--- src/core/vrts_defines.vh ---
`ifndef VRTS_DEFINES_VH
`define VRTS_DEFINES_VH

// ----------------------------------------
// Register byte offsets
// ----------------------------------------
`define VRTS_OFF_REF_CTRL    8'h00
`define VRTS_OFF_CONV_CTRL   8'h04
`define VRTS_OFF_CONV_RESULT 8'h08
`define VRTS_OFF_PERIPH_FLAG 8'h0c
`define VRTS_OFF_PERIPH_EN   8'h10
`define VRTS_OFF_IRQ_CTRL    8'h14
`define VRTS_OFF_SLEEP_CTRL  8'h18

// ----------------------------------------
// Field positions: reference control
// ----------------------------------------
`define VRTS_REF_EN_BIT      7
`define VRTS_REF_RDY_BIT     6
`define VRTS_TS_EN_BIT       5
`define VRTS_TS_RNG_BIT      4
`define VRTS_GAIN_MSB        1
`define VRTS_GAIN_LSB        0

// ----------------------------------------
// Field positions: converter control
// ----------------------------------------
`define VRTS_CLKSEL_MSB      7
`define VRTS_CLKSEL_LSB      5
`define VRTS_CHSEL_MSB       4
`define VRTS_CHSEL_LSB       2
`define VRTS_GO_BIT          1
`define VRTS_CONV_ON_BIT     0

// ----------------------------------------
// Field positions: interrupts and sleep
// ----------------------------------------
`define VRTS_DONE_FLAG_BIT   6
`define VRTS_DONE_IE_BIT     6
`define VRTS_GIE_BIT         7
`define VRTS_PERIPHERAL_IRQ_ENABLE_BIT        6
`define VRTS_SLEEP_ENTER_BIT 0
`define VRTS_ASLEEP_BIT      1

// ----------------------------------------
// Reset values and fixed codes
// ----------------------------------------
`define VRTS_RST_BYTE        8'h00
`define VRTS_TEMP_CHANNEL    3'h6
`define VRTS_GAIN_OFF        2'h0

// ----------------------------------------
// Timing
// ----------------------------------------
`define VRTS_CLK_MHZ         100
`define VRTS_REF_SETTLE_US   25
`define VRTS_SETTLE_CYCLES   (`VRTS_REF_SETTLE_US * `VRTS_CLK_MHZ)

`endif

--- src/core/vrts_settle.v ---
`timescale 1ns/10ps
`include "vrts_defines.vh"

module vrts_settle (
	// Clock and reset
	input  wire sys_clk,
	input  wire resetn,
	// Control
	input  wire enable,
	// Status
	output reg  ready
);

	// Counter only needs twelve bits; the upper bits of the count are zero
	localparam [31:0] SETTLE_LAST = `VRTS_SETTLE_CYCLES - 1;
	localparam [11:0] LAST_COUNT  = SETTLE_LAST[11:0];

	reg [11:0] count;

	// ----------------------------------------
	// Settling counter, restarts on every enable
	// ----------------------------------------
	always @(posedge sys_clk or negedge resetn) begin
		if (!resetn) begin
			count <= 12'h000;
			ready <= 1'b0;
		end else if (!enable) begin
			count <= 12'h000;
			ready <= 1'b0;
		end else if (count == LAST_COUNT) begin
			ready <= 1'b1;
		end else begin
			count <= count + 12'h001;
		end
	end

endmodule // vrts_settle

--- src/core/vrts_wake.v ---
`timescale 1ns/10ps

module vrts_wake (
	// Clock and reset
	input  wire sys_clk,
	input  wire resetn,
	// Requests
	input  wire sleepReq,
	input  wire wakeEvent,
	input  wire takeVector,
	input  wire nextInstrDone,
	// Status and dispatch
	output wire asleep,
	output wire wakeUp,
	output wire execNext,
	output wire vectorIsr,
	output wire resumeInline
);

	localparam [1:0] ST_RUN      = 2'b00;
	localparam [1:0] ST_SLEEP    = 2'b01;
	localparam [1:0] ST_NEXT     = 2'b10;
	localparam [1:0] ST_DISPATCH = 2'b11;

	reg [1:0] state;
	reg [1:0] next_state;

	// ----------------------------------------
	// Sleep and wake sequencing
	// ----------------------------------------
	always @* begin
		next_state = state;
		case (state)
			ST_RUN: begin
				if (sleepReq)
					next_state = ST_SLEEP;
			end
			ST_SLEEP: begin
				if (wakeEvent)
					next_state = ST_NEXT;
			end
			ST_NEXT: begin
				if (nextInstrDone)
					next_state = ST_DISPATCH;
			end
			ST_DISPATCH: begin
				next_state = ST_RUN;
			end
			default: begin
				next_state = ST_RUN;
			end
		endcase
	end

	always @(posedge sys_clk or negedge resetn) begin
		if (!resetn)
			state <= ST_RUN;
		else
			state <= next_state;
	end

	assign asleep       = (state == ST_SLEEP);
	assign wakeUp       = (state == ST_SLEEP) && wakeEvent;
	// Held until the core reports the instruction after sleep retired
	assign execNext     = (state == ST_NEXT);
	assign vectorIsr    = (state == ST_DISPATCH) && takeVector;
	assign resumeInline = (state == ST_DISPATCH) && !takeVector;

endmodule // vrts_wake

--- src/core/vrts_top.v ---
// Function
// Reference powered only while reference enable bit is set.
// Two-bit gain select picks 1x, 2x or 4x reference amplification.
// Reference buffers are off whenever the gain select field is zero.
// Ready flag rises after the settling time following reference enable.
// Temperature sensor powered only while its enable bit is set.
// Range select one gives high range, zero gives low range; code holds low range while the sensor enable is clear.
// Sensor output drives one dedicated converter input channel.
// Software waits 200 us after selecting sensor before converting.
// Software leaves 200 us between back-to-back sensor conversions.
// Conversion done flag sets on every conversion end, regardless of enable.
// Done flag stays set until software clears it; hardware never clears.
// Done flag requests interrupt only when its enable bit is set.
// Enabled done interrupt wakes from sleep and also fires while running.
// After wake the instruction following sleep always executes first.
// Wake vectors to service routine if global and peripheral enables set.
// Clearing reference enable drops ready; ready returns after fresh settling.
`timescale 1ns/10ps
`include "vrts_defines.vh"

module vrts_top (
	// Clock and reset
	input  wire        sys_clk,
	input  wire        resetn,
	// Wishbone slave
	input  wire [7:0]  wb_adr_i,
	input  wire [31:0] wb_dat_i,
	output reg  [31:0] wb_dat_o,
	input  wire [3:0]  wb_sel_i,
	input  wire        wb_we_i,
	input  wire        wb_cyc_i,
	input  wire        wb_stb_i,
	output reg         wb_ack_o,
	// Converter
	input  wire        convDone,
	input  wire [7:0]  convResult,
	output wire        convStart,
	output wire        convPowerOn,
	output wire [2:0]  convClockSel,
	output wire [2:0]  convChannel,
	// Reference and sensor analog controls
	output wire        refPowerOn,
	output wire        refBufferOn,
	output wire [1:0]  refGainSel,
	output wire [2:0]  refGainFactor,
	output wire        tempSensePowerOn,
	output wire        tempRangeHigh,
	output wire        tempToConverter,
	// Interrupt and core sequencing
	output wire        irq,
	output wire        wakeUp,
	output wire        asleep,
	output wire        execNext,
	input  wire        nextInstrDone,
	output wire        vectorIsr,
	output wire        resumeInline
);

	// ----------------------------------------
	// Address decode
	// ----------------------------------------
	function hit;
		input [7:0] adr;
		input [7:0] off;
		begin
			hit = (adr[7:2] == off[7:2]);
		end
	endfunction

	wire busReq;
	wire busWrite;
	wire wrLow;

	assign busReq   = wb_cyc_i && wb_stb_i && !wb_ack_o;
	// Writes land once, in the cycle the ack is raised
	assign busWrite = busReq && wb_we_i;
	assign wrLow    = busWrite && wb_sel_i[0];

	// ----------------------------------------
	// Register write strobes
	// ----------------------------------------
	// Only the low byte lane carries fields
	wire wrRefCtrl;
	wire wrConvCtrl;
	wire wrFlag;
	wire wrEnable;
	wire wrIrqCtrl;
	wire wrSleep;

	assign wrRefCtrl  = wrLow && hit(wb_adr_i, `VRTS_OFF_REF_CTRL);
	assign wrConvCtrl = wrLow && hit(wb_adr_i, `VRTS_OFF_CONV_CTRL);
	assign wrFlag     = wrLow && hit(wb_adr_i, `VRTS_OFF_PERIPH_FLAG);
	assign wrEnable   = wrLow && hit(wb_adr_i, `VRTS_OFF_PERIPH_EN);
	assign wrIrqCtrl  = wrLow && hit(wb_adr_i, `VRTS_OFF_IRQ_CTRL);
	assign wrSleep    = wrLow && hit(wb_adr_i, `VRTS_OFF_SLEEP_CTRL);

	// ----------------------------------------
	// Bus acknowledge
	// ----------------------------------------
	always @(posedge sys_clk or negedge resetn) begin
		if (!resetn)
			wb_ack_o <= 1'b0;
		else
			wb_ack_o <= busReq;
	end

	// ----------------------------------------
	// Reference control register
	// ----------------------------------------
	reg       refEnable;
	reg       tempEnable;
	reg       tempRange;
	reg [1:0] gainSel;
	wire      refReady;

	always @(posedge sys_clk or negedge resetn) begin
		if (!resetn) begin
			refEnable  <= 1'b0;
			tempEnable <= 1'b0;
			tempRange  <= 1'b0;
			gainSel    <= `VRTS_GAIN_OFF;
		end else if (wrRefCtrl) begin
			refEnable  <= wb_dat_i[`VRTS_REF_EN_BIT];
			tempEnable <= wb_dat_i[`VRTS_TS_EN_BIT];
			tempRange  <= wb_dat_i[`VRTS_TS_RNG_BIT];
			gainSel    <= wb_dat_i[`VRTS_GAIN_MSB:`VRTS_GAIN_LSB];
		end
	end

	// ----------------------------------------
	// Settling timer
	// ----------------------------------------
	// Restarts from zero on every enable; a brief disable costs a full settle
	vrts_settle u_settle (
		.sys_clk (sys_clk),
		.resetn  (resetn),
		.enable  (refEnable),
		.ready   (refReady)
	);

	// ----------------------------------------
	// Converter control register
	// ----------------------------------------
	reg [2:0] clockSel;
	reg [2:0] channelSel;
	reg       convGo;
	reg       convOn;
	reg [7:0] result;

	always @(posedge sys_clk or negedge resetn) begin
		if (!resetn) begin
			clockSel   <= 3'h0;
			channelSel <= 3'h0;
			convOn     <= 1'b0;
		end else if (wrConvCtrl) begin
			clockSel   <= wb_dat_i[`VRTS_CLKSEL_MSB:`VRTS_CLKSEL_LSB];
			channelSel <= wb_dat_i[`VRTS_CHSEL_MSB:`VRTS_CHSEL_LSB];
			convOn     <= wb_dat_i[`VRTS_CONV_ON_BIT];
		end
	end

	// ----------------------------------------
	// Conversion start
	// ----------------------------------------
	reg next_convGo;

	// Start bit: a software write beats the end of the old conversion
	always @* begin
		next_convGo = convGo;
		if (convDone || !convOn)
			next_convGo = 1'b0;
		if (wrConvCtrl)
			next_convGo = wb_dat_i[`VRTS_GO_BIT] && wb_dat_i[`VRTS_CONV_ON_BIT];
	end

	always @(posedge sys_clk or negedge resetn) begin
		if (!resetn)
			convGo <= 1'b0;
		else
			convGo <= next_convGo;
	end

	// ----------------------------------------
	// Conversion result
	// ----------------------------------------
	always @(posedge sys_clk or negedge resetn) begin
		if (!resetn)
			result <= `VRTS_RST_BYTE;
		else if (convDone)
			result <= convResult;
	end

	// ----------------------------------------
	// Interrupt flag, enables and control
	// ----------------------------------------
	reg doneFlag;
	reg doneIrqEnable;
	reg globalIrqEnable;
	reg periphIrqEnable;
	wire clearDone;

	assign clearDone = wrFlag && wb_dat_i[`VRTS_DONE_FLAG_BIT];

	reg next_doneFlag;

	// Set wins over a clear in the same cycle so no completion is lost
	always @* begin
		next_doneFlag = doneFlag;
		if (clearDone)
			next_doneFlag = 1'b0;
		if (convDone)
			next_doneFlag = 1'b1;
	end

	always @(posedge sys_clk or negedge resetn) begin
		if (!resetn)
			doneFlag <= 1'b0;
		else
			doneFlag <= next_doneFlag;
	end

	// ----------------------------------------
	// Interrupt enables
	// ----------------------------------------
	always @(posedge sys_clk or negedge resetn) begin
		if (!resetn)
			doneIrqEnable <= 1'b0;
		else if (wrEnable)
			doneIrqEnable <= wb_dat_i[`VRTS_DONE_IE_BIT];
	end

	always @(posedge sys_clk or negedge resetn) begin
		if (!resetn) begin
			globalIrqEnable <= 1'b0;
			periphIrqEnable <= 1'b0;
		end else if (wrIrqCtrl) begin
			globalIrqEnable <= wb_dat_i[`VRTS_GIE_BIT];
			periphIrqEnable <= wb_dat_i[`VRTS_PERIPHERAL_IRQ_ENABLE_BIT];
		end
	end

	// ----------------------------------------
	// Interrupt request
	// ----------------------------------------
	// Level request, also high while running
	assign irq = doneFlag && doneIrqEnable;

	// ----------------------------------------
	// Sleep and wake
	// ----------------------------------------
	wire sleepReq;
	wire takeVector;

	assign sleepReq = wrSleep && wb_dat_i[`VRTS_SLEEP_ENTER_BIT];
	// Vector only with both enables; the wake itself needs just the masked flag
	assign takeVector = globalIrqEnable && periphIrqEnable;

	vrts_wake u_wake (
		.sys_clk       (sys_clk),
		.resetn        (resetn),
		.sleepReq      (sleepReq),
		.wakeEvent     (irq),
		.takeVector    (takeVector),
		.nextInstrDone (nextInstrDone),
		.asleep        (asleep),
		.wakeUp        (wakeUp),
		.execNext      (execNext),
		.vectorIsr     (vectorIsr),
		.resumeInline  (resumeInline)
	);

	// ----------------------------------------
	// Read back
	// ----------------------------------------
	reg [7:0] rdByte;

	always @* begin
		rdByte = `VRTS_RST_BYTE;
		if (hit(wb_adr_i, `VRTS_OFF_REF_CTRL)) begin
			rdByte[`VRTS_REF_EN_BIT]                = refEnable;
			rdByte[`VRTS_REF_RDY_BIT]               = refReady;
			rdByte[`VRTS_TS_EN_BIT]                 = tempEnable;
			rdByte[`VRTS_TS_RNG_BIT]                = tempRange;
			rdByte[`VRTS_GAIN_MSB:`VRTS_GAIN_LSB]   = gainSel;
		end else if (hit(wb_adr_i, `VRTS_OFF_CONV_CTRL)) begin
			rdByte[`VRTS_CLKSEL_MSB:`VRTS_CLKSEL_LSB] = clockSel;
			rdByte[`VRTS_CHSEL_MSB:`VRTS_CHSEL_LSB]   = channelSel;
			rdByte[`VRTS_GO_BIT]                      = convGo;
			rdByte[`VRTS_CONV_ON_BIT]                 = convOn;
		end else if (hit(wb_adr_i, `VRTS_OFF_CONV_RESULT)) begin
			rdByte = result;
		end else if (hit(wb_adr_i, `VRTS_OFF_PERIPH_FLAG)) begin
			rdByte[`VRTS_DONE_FLAG_BIT] = doneFlag;
		end else if (hit(wb_adr_i, `VRTS_OFF_PERIPH_EN)) begin
			rdByte[`VRTS_DONE_IE_BIT] = doneIrqEnable;
		end else if (hit(wb_adr_i, `VRTS_OFF_IRQ_CTRL)) begin
			rdByte[`VRTS_GIE_BIT]  = globalIrqEnable;
			rdByte[`VRTS_PERIPHERAL_IRQ_ENABLE_BIT] = periphIrqEnable;
		end else if (hit(wb_adr_i, `VRTS_OFF_SLEEP_CTRL)) begin
			rdByte[`VRTS_ASLEEP_BIT] = asleep;
		end
	end

	// ----------------------------------------
	// Read data register
	// ----------------------------------------
	// Loaded on reads only, so the word holds for the master after ack
	// Unmapped reads return zero; upper bytes always zero
	always @(posedge sys_clk or negedge resetn) begin
		if (!resetn)
			wb_dat_o <= 32'h00000000;
		else if (busReq && !wb_we_i)
			wb_dat_o <= {24'h000000, rdByte};
	end

	// ----------------------------------------
	// Analog control outputs
	// ----------------------------------------
	assign refPowerOn       = refEnable;
	// Zero gain code doubles as the buffer power-down
	assign refBufferOn      = (gainSel != `VRTS_GAIN_OFF);
	assign refGainSel       = gainSel;
	assign tempSensePowerOn = tempEnable;
	// Range follows the enable so a dark sensor never biases high
	assign tempRangeHigh    = tempEnable && tempRange;
	// Software owns the acquisition delay before starting on this channel
	assign tempToConverter  = (channelSel == `VRTS_TEMP_CHANNEL);

	// ----------------------------------------
	// Gain factor decode
	// ----------------------------------------
	// One-hot factor: bit0 1x, bit1 2x, bit2 4x; code zero drives none
	genvar gi;

	generate
		for (gi = 0; gi < 3; gi = gi + 1) begin : g_gain
			assign refGainFactor[gi] = ({30'h0, gainSel} == gi + 1);
		end
	endgenerate

	// ----------------------------------------
	// Converter outputs
	// ----------------------------------------
	assign convStart    = convGo;
	assign convPowerOn  = convOn;
	assign convClockSel = clockSel;
	assign convChannel  = channelSel;

endmodule // vrts_top

--- config.mk ---
export PLATFORM = sky130hd
export DESIGN_NAME = vrts_top
export DESIGN_NICKNAME = d
export VERILOG_FILES = /design/src/core/vrts_settle.v /design/src/core/vrts_wake.v /design/src/core/vrts_top.v
export VERILOG_INCLUDE_DIRS = /design/src /design/src/core
export SDC_FILE = /design/constraint.sdc
export NUM_CORES = 1
export LEC_CHECK = 0
export BUFFER_PORTS_ARGS = -buffer_cell sky130_fd_sc_hd__buf_2
export CORE_UTILIZATION = 33
export DETAILED_ROUTE_END_ITERATION = 8
export PLACE_DENSITY = 0.64
export SLEW_MARGIN = 20
export SYNTH_ARGS = -nofsm -noshare
export SYNTH_HDL_FRONTEND = slang
export SYNTH_HIERARCHICAL = 1
export SYNTH_SLANG_ARGS = --single-unit
--- constraint.sdc ---
create_clock -name sys_clk -period 5.1 [get_ports sys_clk]
set_input_delay 0.51 -clock sys_clk [delete_from_list [all_inputs] [get_ports sys_clk]]
set_output_delay 0.51 -clock sys_clk [all_outputs]
set_load 0.01 [all_outputs]
==> Implementation_results.wiki, run 1 <==
{| class="wikitable"
! Metric !! Value
|-
| Outcome || finished, final reports clean
|-
| H-tree level count || 2
|-
| Final HPWL DP || 4404 µm
|-
| Sort of element at the start of the critical path || input port
|-
| DRT iter0 DRCs || 85
|-
| Cell Count Post-Placement || about 410
|-
| Number of buffers inserted by hold repair at cts || 0
|-
| Sequential share of the synthesized area || 0.4539
|-
| Clock tree sinks || 49
|-
| Number of endpoints with negative hold slack in the final report || 0
|-
| Number of antenna violations at the first check in global routing || 0
|-
| Worst hold margin || 0.2165 ns
|-
| Area added between synthesis and finish || 16.26%
|-
| Achievable clock frequency || 434.2 MHz
|-
| Compound-gate portion of the synthesized area || 0.1075
|-
| Top-level port count || approximately 120
|-
| Total overflow reported by the global router || 0
|-
| Data arrival time of the critical path || 2.48 ns
|-
| Routed wire length per instance || 14.16 µm
|-
| Internal power summed over all cells || 0.0006735 W
|-
| Final setup fails || 0
|-
| Category of the worst setup path capture point || flop
|-
| Area of the core || 7807 µm²
|-
| Routed vias/inst || 4.940
|-
| Syn. warnings || 6
|-
| Unique cell type count in the Yosys netlist || 50
|-
| Flop-to-flop setup slack || ~3 ns
|-
| DIE AREA || 8552 µm²
|-
| DIE HEIGHT || a little over 90 µm
|-
| Finished Layout Cells || 417
|-
| Worst reg2reg path depth || 6
|-
| Fraction of power consumed by sequential logic || 0.467
|-
| CP max-delay cell || nor3_1
|-
| Commonest non-fill, non-tap cells in the layout || buf_2, dfrtp_1, mux2_2
|-
| I/O Buffers || 62
|-
| Combinational family with the most area after synthesis || simple AND/OR/NAND/NOR gates
|-
| IR Drop Worst-Case VDD || between 0.15 and 0.2 mV
|-
| Number of setup buffers added after CTS || 0
|-
| Area fraction of the dominant cell type after synthesis || 0.4539
|-
| DRT Wirelength || ~5900 µm
|-
| Switching share of total power || 0.2600
|-
| Share of synthesized area spent on multiplexers || 0.1278
|-
| Total global routing track utilization || 0.1470
|-
| Share of flip-flops with an asynchronous set or reset || 1.000
|-
| Antenna cells || 0
|-
| Via count || slightly above 2k
|-
| Final nets || about 380
|-
| Final GP Congestion || 0.7452
|-
| Inserted Clock Buffers || 5
|-
| Placement row count || 32
|-
| Number of routed nets with antenna violations || 0
|-
| Cell chain of the critical path || buf_2 > nor3_1 > nand4_1 > nor2_1 > inv_1 > a222oi_1 > mux2_1
|-
| Adder and majority cell fraction of the synthesized area || 0.02779
|-
| FILL cells || 784
|-
| Post-route cell area || 3141 µm²
|-
| Fraction of layout instances using a drive strength above 1 || 0.3302
|-
| Share of the cycle needed by the critical path after routing || 0.4516
|-
| Starting utilization of the core area || 0.3460
|-
| Vias in the first global route || 2079
|-
| Pwr dens || 289.8 nW/µm²
|-
| Detailed Routing Iterations Pass 1 || 4
|-
| Worst path setup slack after routing || 2.797 ns
|-
| Combinational share of power || 0.176
|-
| Post-Synth Simple-Gate Area || 0.1806
|-
| Most frequent standard cell in the layout excluding fill and tap cells || buf_2
|-
| Switching component of the power || roughly 0.00024 W
|-
| Clock Pin Slew Worst Setup and Hold Paths || about 0.09 ns
|-
| Unrepaired setup endpoints after global routing || no
|-
| Post-synthesis average cell area || 10.68 µm²
|-
| Horizontal die dimension || 92.48 µm
|-
| Classification of the worst setup path || in2reg
|-
| Clock latency on the worst-skew pair || around 0.3 ns
|-
| Worst Skew || 0.01023 ns
|-
| Final critical path time including I/O delays and setup || 2.303 ns
|-
| Clock tree from TritonCTS || done
|-
| Count of instances resized after the clock tree is built || 0
|-
| Max transition margin || 0.5893
|-
| Area of placed instances || 3007 µm²
|-
| Leakage power total || 1.523 nW
|-
| Clk pwr share || 0.357
|-
| Data required time at the worst endpoint || 5.28 ns
|-
| Placement Setup Slack || 2.503 ns
|-
| Cell count after synthesis || 253
|-
| Max-cap violations || 0
|-
| Area of combinational cells with multiple inputs || 1306 µm²
|-
| Xor-xnor portion of the synthesized cell area || 0.006484
|-
| Pin count of the biggest net entering global routing || 50
|-
| Cell type with the highest aggregate area in the netlist || dfrtp_1
|-
| Wire length of the first global-routing pass || 9984 µm
|-
| Number of synthesized register bits || 49
|-
| Delay of the slowest critical-path stage || 0.49 ns
|-
| Total negative slack for setup checks || 0 ns
|-
| Actual slew at the worst max-slew pin || 0.6161 ns
|-
| Worst Path Max Fanout || 4
|-
| Main synth FF type || dfrtp_1
|-
| Area of the mapped netlist || 2701 µm²
|-
| Number of synthesized flops with an enable pin || 0
|-
| Remaining design rule violation count || 0
|-
| Cell at the root of the clock tree || clkbuf_8
|-
| Leading cell types by total area after synthesis || dfrtp_1, mux2_2, buf_4, ha_1, nand2_1
|-
| Slew Limit Fails || 0
|-
| Area occupied by registers || between 1000 and 1500 µm²
|-
| Number of buffers on the longest clock path || 2
|-
| Path type of the worst min-delay path || in2async
|}
[sequential cells by signal, summed over array words and instances (netlist names), 2 cells and up]
name / count
convChannel: 3
convClockSel: 3
refGainSel: 2
result: 8
u_settle/count: 12
u_wake/state: 2
wb_dat_o: 8
[Yosys cell counts (3+ instances only)]
library cell / instances
o31ai_1: 4
inv_1: 9
ha_1: 6
or3_1: 5
a32oi_1: 3
a22oi_1: 3
mux2_2: 27
nor2b_1: 6
and2_1: 8
nand4_1: 3
nand3_1: 10
clkbuf_1: 4
buf_4: 24
nor3_1: 3
a21oi_1: 9
nand2_1: 19
nor2_1: 8
mux2i_1: 3
or4_1: 4
dfrtp_1: 49
o21ai_0: 11
[area by class of cell]
| class | count | share of cell area |
|---|---|---|
| Tap cell | 102 | 0.04064 |
| Clock buffer | 5 | 0.02191 |
| Timing Repair Buffer | 62 | 0.09960 |
| Clock inverter | 3 | 0.02072 |
| Inverter | 9 | 0.01076 |
| Multi-Input combinational cell | 187 | 0.4159 |
| Sequential cell | 49 | 0.3904 |
[metrics by stage]
step / total power (W) / util
floorplan: 0.0005481 / -
global placement: 0.0005889 / 0.3848
detailed placement: 0.0005956 / 0.3851
CTS: 0.0009239 / 0.4022
global route: 0.0009595 / 0.4022
finish: 0.0009101 / 0.4022
[worst max-delay path, delay by kind of cell]
kind                   cells  cell delay [ns]
and+or+nand+nor            3             0.96
AOI/OAI and AO/OA          1             0.43
muxes                      1             0.37
buffers and inverters      2             0.20
[power by group through the flow]
stage / sequential (W) / combinational, W / clock, W
after floorplan: 0.000430 / 0.000118 / 0
after global placement: 0.000432 / 0.000157 / 0
after detailed placement: 0.000433 / 0.000163 / 0
after CTS: 0.000425 / 0.000163 / 0.000336
after global routing: 0.000428 / 0.000183 / 0.000349
final: 0.000425 / 0.000160 / 0.000325
[cell families (layout without fill, tap and decap cells)]
group | count (synthesis) | in the layout
buffers and inverters | 40 | 79
xor gates and xnor gates | 2 | 2
other | 1 | 24
DFF | 49 | 49
muxes | 31 | 31
AOI/OAI and AO/OA | 43 | 43
and+or+nand+nor | 81 | 81
adders and majority gates | 6 | 6
[final timing paths]
check / start / endpoint
max: wb_adr_i[7] / u_wake/state[1]
min: resetn / result[5]
max reg2reg: wb_ack_o / u_wake/state[1]
min reg2reg: wb_dat_o[0] / wb_dat_o[0]
max in group asynchronous: resetn / u_wake/state[0]
min in group sys_clk: convResult[3] / result[3]
[metal layers]
layer	track usage	part of all wire	wire, µm	vias to the layer above
li1	-	-	-	978
met1	0.1841	0.43	2568	1002
met5	0	0	0	-
met2	0.2488	0.49	2905	70
met3	0.03448	0.056	328	10
met4	0.04818	0.017	103	0
Power figures use the tool's default switching activity.
==> run 2: changes to the inputs <==
==> constraint.sdc (replaced) <==
create_clock -name sys_clk -period 2.4 [get_ports sys_clk]
set_input_delay 0.24 -clock sys_clk [delete_from_list [all_inputs] [get_ports sys_clk]]
set_output_delay 0.24 -clock sys_clk [all_outputs]
set_load 0.01 [all_outputs]
==> run 2 against run 1 <==
Net effect:
- cell count is 1.2% higher
- largest power group unchanged
- highest routed layer unchanged
- worst hold slack lost 0.19 ns
- register-to-register slack got worse by 2.7 ns
==> Implementation_results.wiki, run 2 (synthesis results as in run 1) <==
{| class="wikitable"
! Metric !! Value
|-
| Outcome || finished, final reports clean
|-
| Largest registers || u_settle/count (12), result (8), wb_dat_o (8)
|-
| Source of the worst register-to-register timing path || wb_ack_o
|-
| Placement row count || 32
|-
| DRT iter0 DRCs || 49
|-
| H-tree level count || 2
|-
| Cell chain of the critical path || and3b_1 > nand4_1 > nor2_1 > inv_1 > a222oi_1 > mux2_1
|-
| Delay of the slowest critical-path stage || 0.42 ns
|-
| Register with the most flip-flops || u_settle/count
|-
| Total overflow reported by the global router || 0
|-
| Sum of met3 wire segment lengths after detailed routing || between 300 and 400 µm
|-
| Area of combinational cells with multiple inputs || 1306 µm²
|-
| Actual slew at the worst max-slew pin || 0.6234 ns
|-
| Post-route cell area || 3176 µm²
|-
| Total negative slack for setup checks || 0 ns
|-
| Path type of the worst min-delay path || in2async
|-
| Slew Limit Fails || 0
|-
| Clock tree sinks || 49
|-
| Area added between synthesis and finish || 17.55%
|-
| Share of the cycle needed by the critical path after routing || 0.8576
|-
| Max-cap violations || 0
|-
| Antenna cells || 0
|-
| Area of the core || 7807 µm²
|-
| Number of buffers on the longest clock path || 2
|-
| Wire length on met2 || 2947 µm
|-
| Via count || roughly 2.1k
|-
| Cell at the root of the clock tree || clkbuf_8
|-
| Final HPWL DP || approximately 4400 µm
|-
| Top-level port count || between 100 and 150
|-
| Final critical path time including I/O delays and setup || 2.058 ns
|-
| Area occupied by registers || 1226 µm²
|-
| Pwr dens || 611.8 nW/µm²
|-
| Max transition margin || 0.5844
|-
| Number of buffers inserted by hold repair at cts || 0
|-
| Most frequent standard cell in the layout excluding fill and tap cells || buf_2
|-
| I/O Buffers || slightly above 60
|-
| Final nets || roughly 380
|-
| Worst path setup slack after routing || 0.3418 ns
|-
| Highest routed layer || met4
|-
| Count of instances resized after the clock tree is built || 0
|-
| Number of antenna violations at the first check in global routing || 0
|-
| Routed wire length per instance || around 14 µm
|-
| Starting utilization of the core area || 0.3460
|-
| Clock tree from TritonCTS || done
|-
| Final GP Congestion || 0.7408
|-
| Number of endpoints with negative hold slack in the final report || 0
|-
| Final setup fails || 0
|-
| Clock Pin Slew Worst Setup and Hold Paths || 0.09 ns
|-
| Wire length of the first global-routing pass || about 10000 µm
|-
| Max FFs per register || 12
|-
| Post-route total power || 0.001943 W
|-
| Inserted Clock Buffers || 5
|-
| Routed vias/inst || 4.865
|-
| Routed metal-1 wirelength || 2543 µm
|-
| CP startpoint || wb_ack_o
|-
| Number of setup buffers added after CTS || 0
|-
| Category of the worst setup path capture point || flop
|-
| Unrepaired setup endpoints after global routing || no
|-
| DIE HEIGHT || between 90 and 100 µm
|-
| Fraction of layout instances using a drive strength above 1 || 0.3406
|-
| Worst Skew || 0.007826 ns
|-
| Worst Path Max Fanout || 4
|-
| Detailed Routing Iterations Pass 1 || 4
|-
| Pin count of the biggest net entering global routing || 50
|-
| Number of routed nets with antenna violations || 0
|-
| Remaining design rule violation count || 0
|-
| Commonest non-fill, non-tap cells in the layout || buf_2, dfrtp_1, mux2_2
|-
| CP max-delay cell || a222oi_1
|-
| Achievable clock frequency || around 490 MHz
|-
| Clock latency on the worst-skew pair || 0.30 ns
|-
| Area of placed instances || 3042 µm²
|-
| Sort of element at the start of the critical path || flop
|-
| Data required time at the worst endpoint || approximately 2.6 ns
|-
| Total global routing track utilization || 0.1474
|-
| DRT Wirelength || 5892 µm
|-
| FILL cells || between 700 and 800
|-
| Leakage power total || 1.546 nW
|-
| Horizontal die dimension || 92.48 µm
|-
| DIE AREA || 8552 µm²
|-
| Vias in the first global route || 2028
|-
| Classification of the worst setup path || reg2reg
|-
| Data arrival time of the critical path || 2.24 ns
|-
| Placement Setup Slack || 0.3696 ns
|-
| IR Drop Worst-Case VDD || 0.3115 mV
|}
run 2: worst max-delay path, delay by kind of cell, from the launching register on:
family	cells	cell delay, ns
multiplexers	1	0.37
AND/OR/NAND/NOR	3	0.67
flip-flops	1	0.40
buffers and inverters	1	0.08
AO/OA/AOI/OAI	1	0.42
run 2: final timing paths:
kind / endpoint / slack (ns) / depth (start not counted)
worst min-delay path: tempSensePowerOn / 0.03 / 2
worst min register to register: wb_dat_o[4] / 0.48 / 2
worst max-delay path: u_wake/state[1] / 0.34 / 6
max in group asynchronous: u_settle/count[2] / 1.95 / 2
worst max register to register: u_wake/state[1] / 0.34 / 6
min in group sys_clk: result[4] / 0.16 / 2
run 2: power breakdown:
group | switching, W | total [W] | internal, W
combinational | 0.000194 | 0.000349 | 0.000155
sequential | 0.0000357 | 0.000903 | 0.000867
clock | 0.000277 | 0.000691 | 0.000414
total | 0.000507 | 0.00194 | 0.00144
run 2: through the flow:
| stage | hold slack (ns) | utilization | instances |
|---|---|---|---|
| 4_1_cts | 0.05207 | 0.4067 | 422 |
| 5_1_grt | 0.08028 | 0.4067 | 422 |
| 6_report | 0.03013 | 0.4067 | 422 |
| 3_3_place_gp | 0.3859 | 0.3896 | 414 |
| 2_1_floorplan | -0.05559 | - | 276 |
| 3_5_place_dp | 0.3885 | 0.3896 | 414 |
run 2: layout make-up:
class | count | share of cell area
repair buffers | 67 | 0.1095
multi-input cells | 187 | 0.4113
inverters | 9 | 0.01064
clock buffers | 5 | 0.02167
clock inverters | 3 | 0.02049
flip-flops and latches | 49 | 0.3861
well taps | 102 | 0.04019
run 2: metal layers:
metal  track usage  vias to the layer above
li1              -                      989
met1        0.1842                      988
met2        0.2531                       71
met3       0.04269                        5
met4       0.02865                        0
met5             0                        -
==> run 3: changes to the inputs <==
--- a/config.mk
+++ b/config.mk
@@ -9,6 +9,7 @@
 export BUFFER_PORTS_ARGS = -buffer_cell sky130_fd_sc_hd__buf_2
 export CORE_UTILIZATION = 33
 export DETAILED_ROUTE_END_ITERATION = 8
+export GPL_TIMING_DRIVEN = 0
 export PLACE_DENSITY = 0.64
 export SLEW_MARGIN = 20
 export SYNTH_ARGS = -nofsm -noshare
==> constraint.sdc (replaced) <==
create_clock -name sys_clk -period 2.7 [get_ports sys_clk]
set_input_delay 0.27 -clock sys_clk [delete_from_list [all_inputs] [get_ports sys_clk]]
set_output_delay 0.27 -clock sys_clk [all_outputs]
set_load 0.01 [all_outputs]
==> run 3 against run 2 <==
Net effect:
- the flow now finishes with violations (negative hold slack)
- final area up 4.1%
- clock skew about the same
- wire length is 5.3% higher
- count of clock-buffer cells in the layout rose by 2
- critical path depth stayed put
- die area is the same
- global-route usage grew 0.13 points
- setup slack improved by 0.31 ns
- highest routed layer unchanged
==> Implementation_results.wiki, run 3 (synthesis results as in run 1) <==
{| class="wikitable"
! Metric !! Value
|-
| Outcome || finished with violations
|-
| Violations in the final reports || negative hold slack
|-
| Placement row count || 32
|-
| Worst Skew || 0.008139 ns
|-
| Fraction of layout instances using a drive strength above 1 || 0.3673
|-
| Cell at the root of the clock tree || clkbuf_8
|-
| Remaining design rule violation count || 0
|-
| Final critical path time including I/O delays and setup || 2.048 ns
|-
| Final setup fails || 0
|-
| Worst Path Max Fanout || 4
|-
| Achievable clock frequency || 488.4 MHz
|-
| Number of buffers on the longest clock path || 2
|-
| Final nets || 408
|-
| Max transition margin || 0.5534
|-
| Clock tree from TritonCTS || done
|-
| Final GP Congestion || 0.7292
|-
| Classification of the worst setup path || reg2reg
|-
| Data arrival time of the critical path || around 2.2 ns
|-
| Actual slew at the worst max-slew pin || 0.6699 ns
|-
| Area added between synthesis and finish || 22.33%
|-
| Worst path setup slack after routing || 0.6525 ns
|-
| Unrepaired setup endpoints after global routing || no
|-
| Clock latency on the worst-skew pair || ~0.31 ns
|-
| Path type of the worst min-delay path || in2async
|-
| Wire length of the first global-routing pass || 10090 µm
|-
| Via count || roughly 2.2k
|-
| Vias in the first global route || 2090
|-
| DIE AREA || 8552 µm²
|-
| Category of the worst setup path capture point || flop
|-
| Pin count of the biggest net entering global routing || 50
|-
| Clock Pin Slew Worst Setup and Hold Paths || 0.09 ns
|-
| Area of the core || 7807 µm²
|-
| DRT Wirelength || between 6000 and 7000 µm
|-
| Routed vias/inst || around 4.9
|-
| IR Drop Worst-Case VDD || 0.2056 mV
|-
| Number of endpoints with negative hold slack in the final report || 32
|-
| Largest registers || u_settle/count (12), result (8), wb_dat_o (8)
|-
| I/O Buffers || 60
|-
| Leakage power total || approximately 1.6 nW
|-
| Final HPWL DP || between 4000 and 5000 µm
|-
| H-tree level count || 2
|-
| Total negative slack for setup checks || 0 ns
|-
| DRT iter0 DRCs || 106
|-
| Number of antenna violations at the first check in global routing || 0
|-
| Worst reg2reg path depth || 6
|-
| DIE HEIGHT || between 90 and 100 µm
|-
| Inserted Clock Buffers || 5
|-
| Top-level port count || 116
|-
| Share of the cycle needed by the critical path after routing || 0.7583
|-
| Total global routing track utilization || 0.1487
|-
| Detailed Routing Iterations Pass 1 || 4
|-
| Worst reg2reg endpoint || u_wake/state[1]
|-
| Flop-to-flop setup slack || about 0.65 ns
|-
| Data required time at the worst endpoint || 2.89 ns
|-
| Count of instances resized after the clock tree is built || 0
|-
| Commonest non-fill, non-tap cells in the layout || buf_2, dfrtp_1, mux2_2
|-
| Placement Setup Slack || 0.3920 ns
|-
| Most frequent standard cell in the layout excluding fill and tap cells || buf_2
|-
| Routed wire length per instance || about 14 µm
|-
| Max FFs per register || 12
|-
| Starting utilization of the core area || 0.3460
|-
| Max-cap violations || 0
|-
| Total overflow reported by the global router || 0
|-
| Pwr dens || 478.0 nW/µm²
|-
| Slew Limit Fails || 0
|-
| Register with the most flip-flops || u_settle/count
|-
| Antenna cells || 0
|-
| Worst hold margin || -0.02574 ns
|-
| Source of the worst register-to-register timing path || wb_ack_o
|-
| Horizontal die dimension || 92.48 µm
|-
| Number of buffers inserted by hold repair at cts || 0
|-
| Number of setup buffers added after CTS || 0
|-
| Clock tree sinks || 49
|-
| Sort of element at the start of the critical path || flop
|-
| Number of routed nets with antenna violations || 0
|}
run 3: cell types whose count changed in the layout (fill, tap and decap cells not counted), sizes merged:
cell / change
buf: +20
bufinv: -2
clkinv: -1
clkbuf: +6
run 3: final cells by class:
type	instances	area [µm²]
sequential	49	1226
tap	102	127.6
inverter	9	33.78
buffer	31	221.5
clock buffer	7	86.33
multi-input combinational	187	1306
timing repair buffer	60	302.8
fill	793	4503
run 3: worst max path at each step:
stage	startpoint	to	slack, ns
after floorplan	wb_ack_o	u_wake/state[1]	0.87
after global placement	wb_adr_i[7]	u_wake/state[1]	0.38
after detailed placement	wb_adr_i[7]	u_wake/state[1]	0.39
after CTS	wb_ack_o	u_wake/state[1]	0.63
after global routing	wb_ack_o	u_wake/state[1]	0.49
final	wb_ack_o	u_wake/state[1]	0.65
run 3: layer usage:
layer | up-vias | track usage | share of wire
li1 | 1037 | - | -
met1 | 1049 | 0.1760 | 0.43
met2 | 79 | 0.2605 | 0.49
met3 | 13 | 0.03859 | 0.063
met4 | 0 | 0.04948 | 0.021
met5 | - | 0 | 0
run 3: power by group:
group / internal, W / leakage [nW] / switching, W
Clock: 0.000204 / 0.0443 / 0.000241
Combinational: 0.000158 / 0.941 / 0.000174
Sequential: 0.000771 / 0.654 / 0.0000321
Total: 0.00113 / 1.64 / 0.000447
run 3: per-stage QoR:
stage | utilization | instance area [µm²] | power [W] | instances | hold WS [ns]
floorplan | - | 2788 | 0.001035 | 276 | -0.02559
global placement | 0.4119 | 3216 | 0.001140 | 438 | 0.4452
detailed placement | 0.4119 | 3216 | 0.001155 | 438 | 0.4574
CTS | 0.4229 | 3302 | 0.001604 | 445 | 0.1829
global route | 0.4232 | 3304 | 0.001658 | 445 | 0.03449
finish | 0.4232 | 3304 | 0.001580 | 445 | -0.02574
run 3: worst max-delay path: stages (launching register included):
cell and delay [ns]:
dfrtp_1 0.40, and3b_1 0.29, nand4_1 0.19, nor2_1 0.19, inv_1 0.07, a222oi_1 0.43, mux2_1 0.36
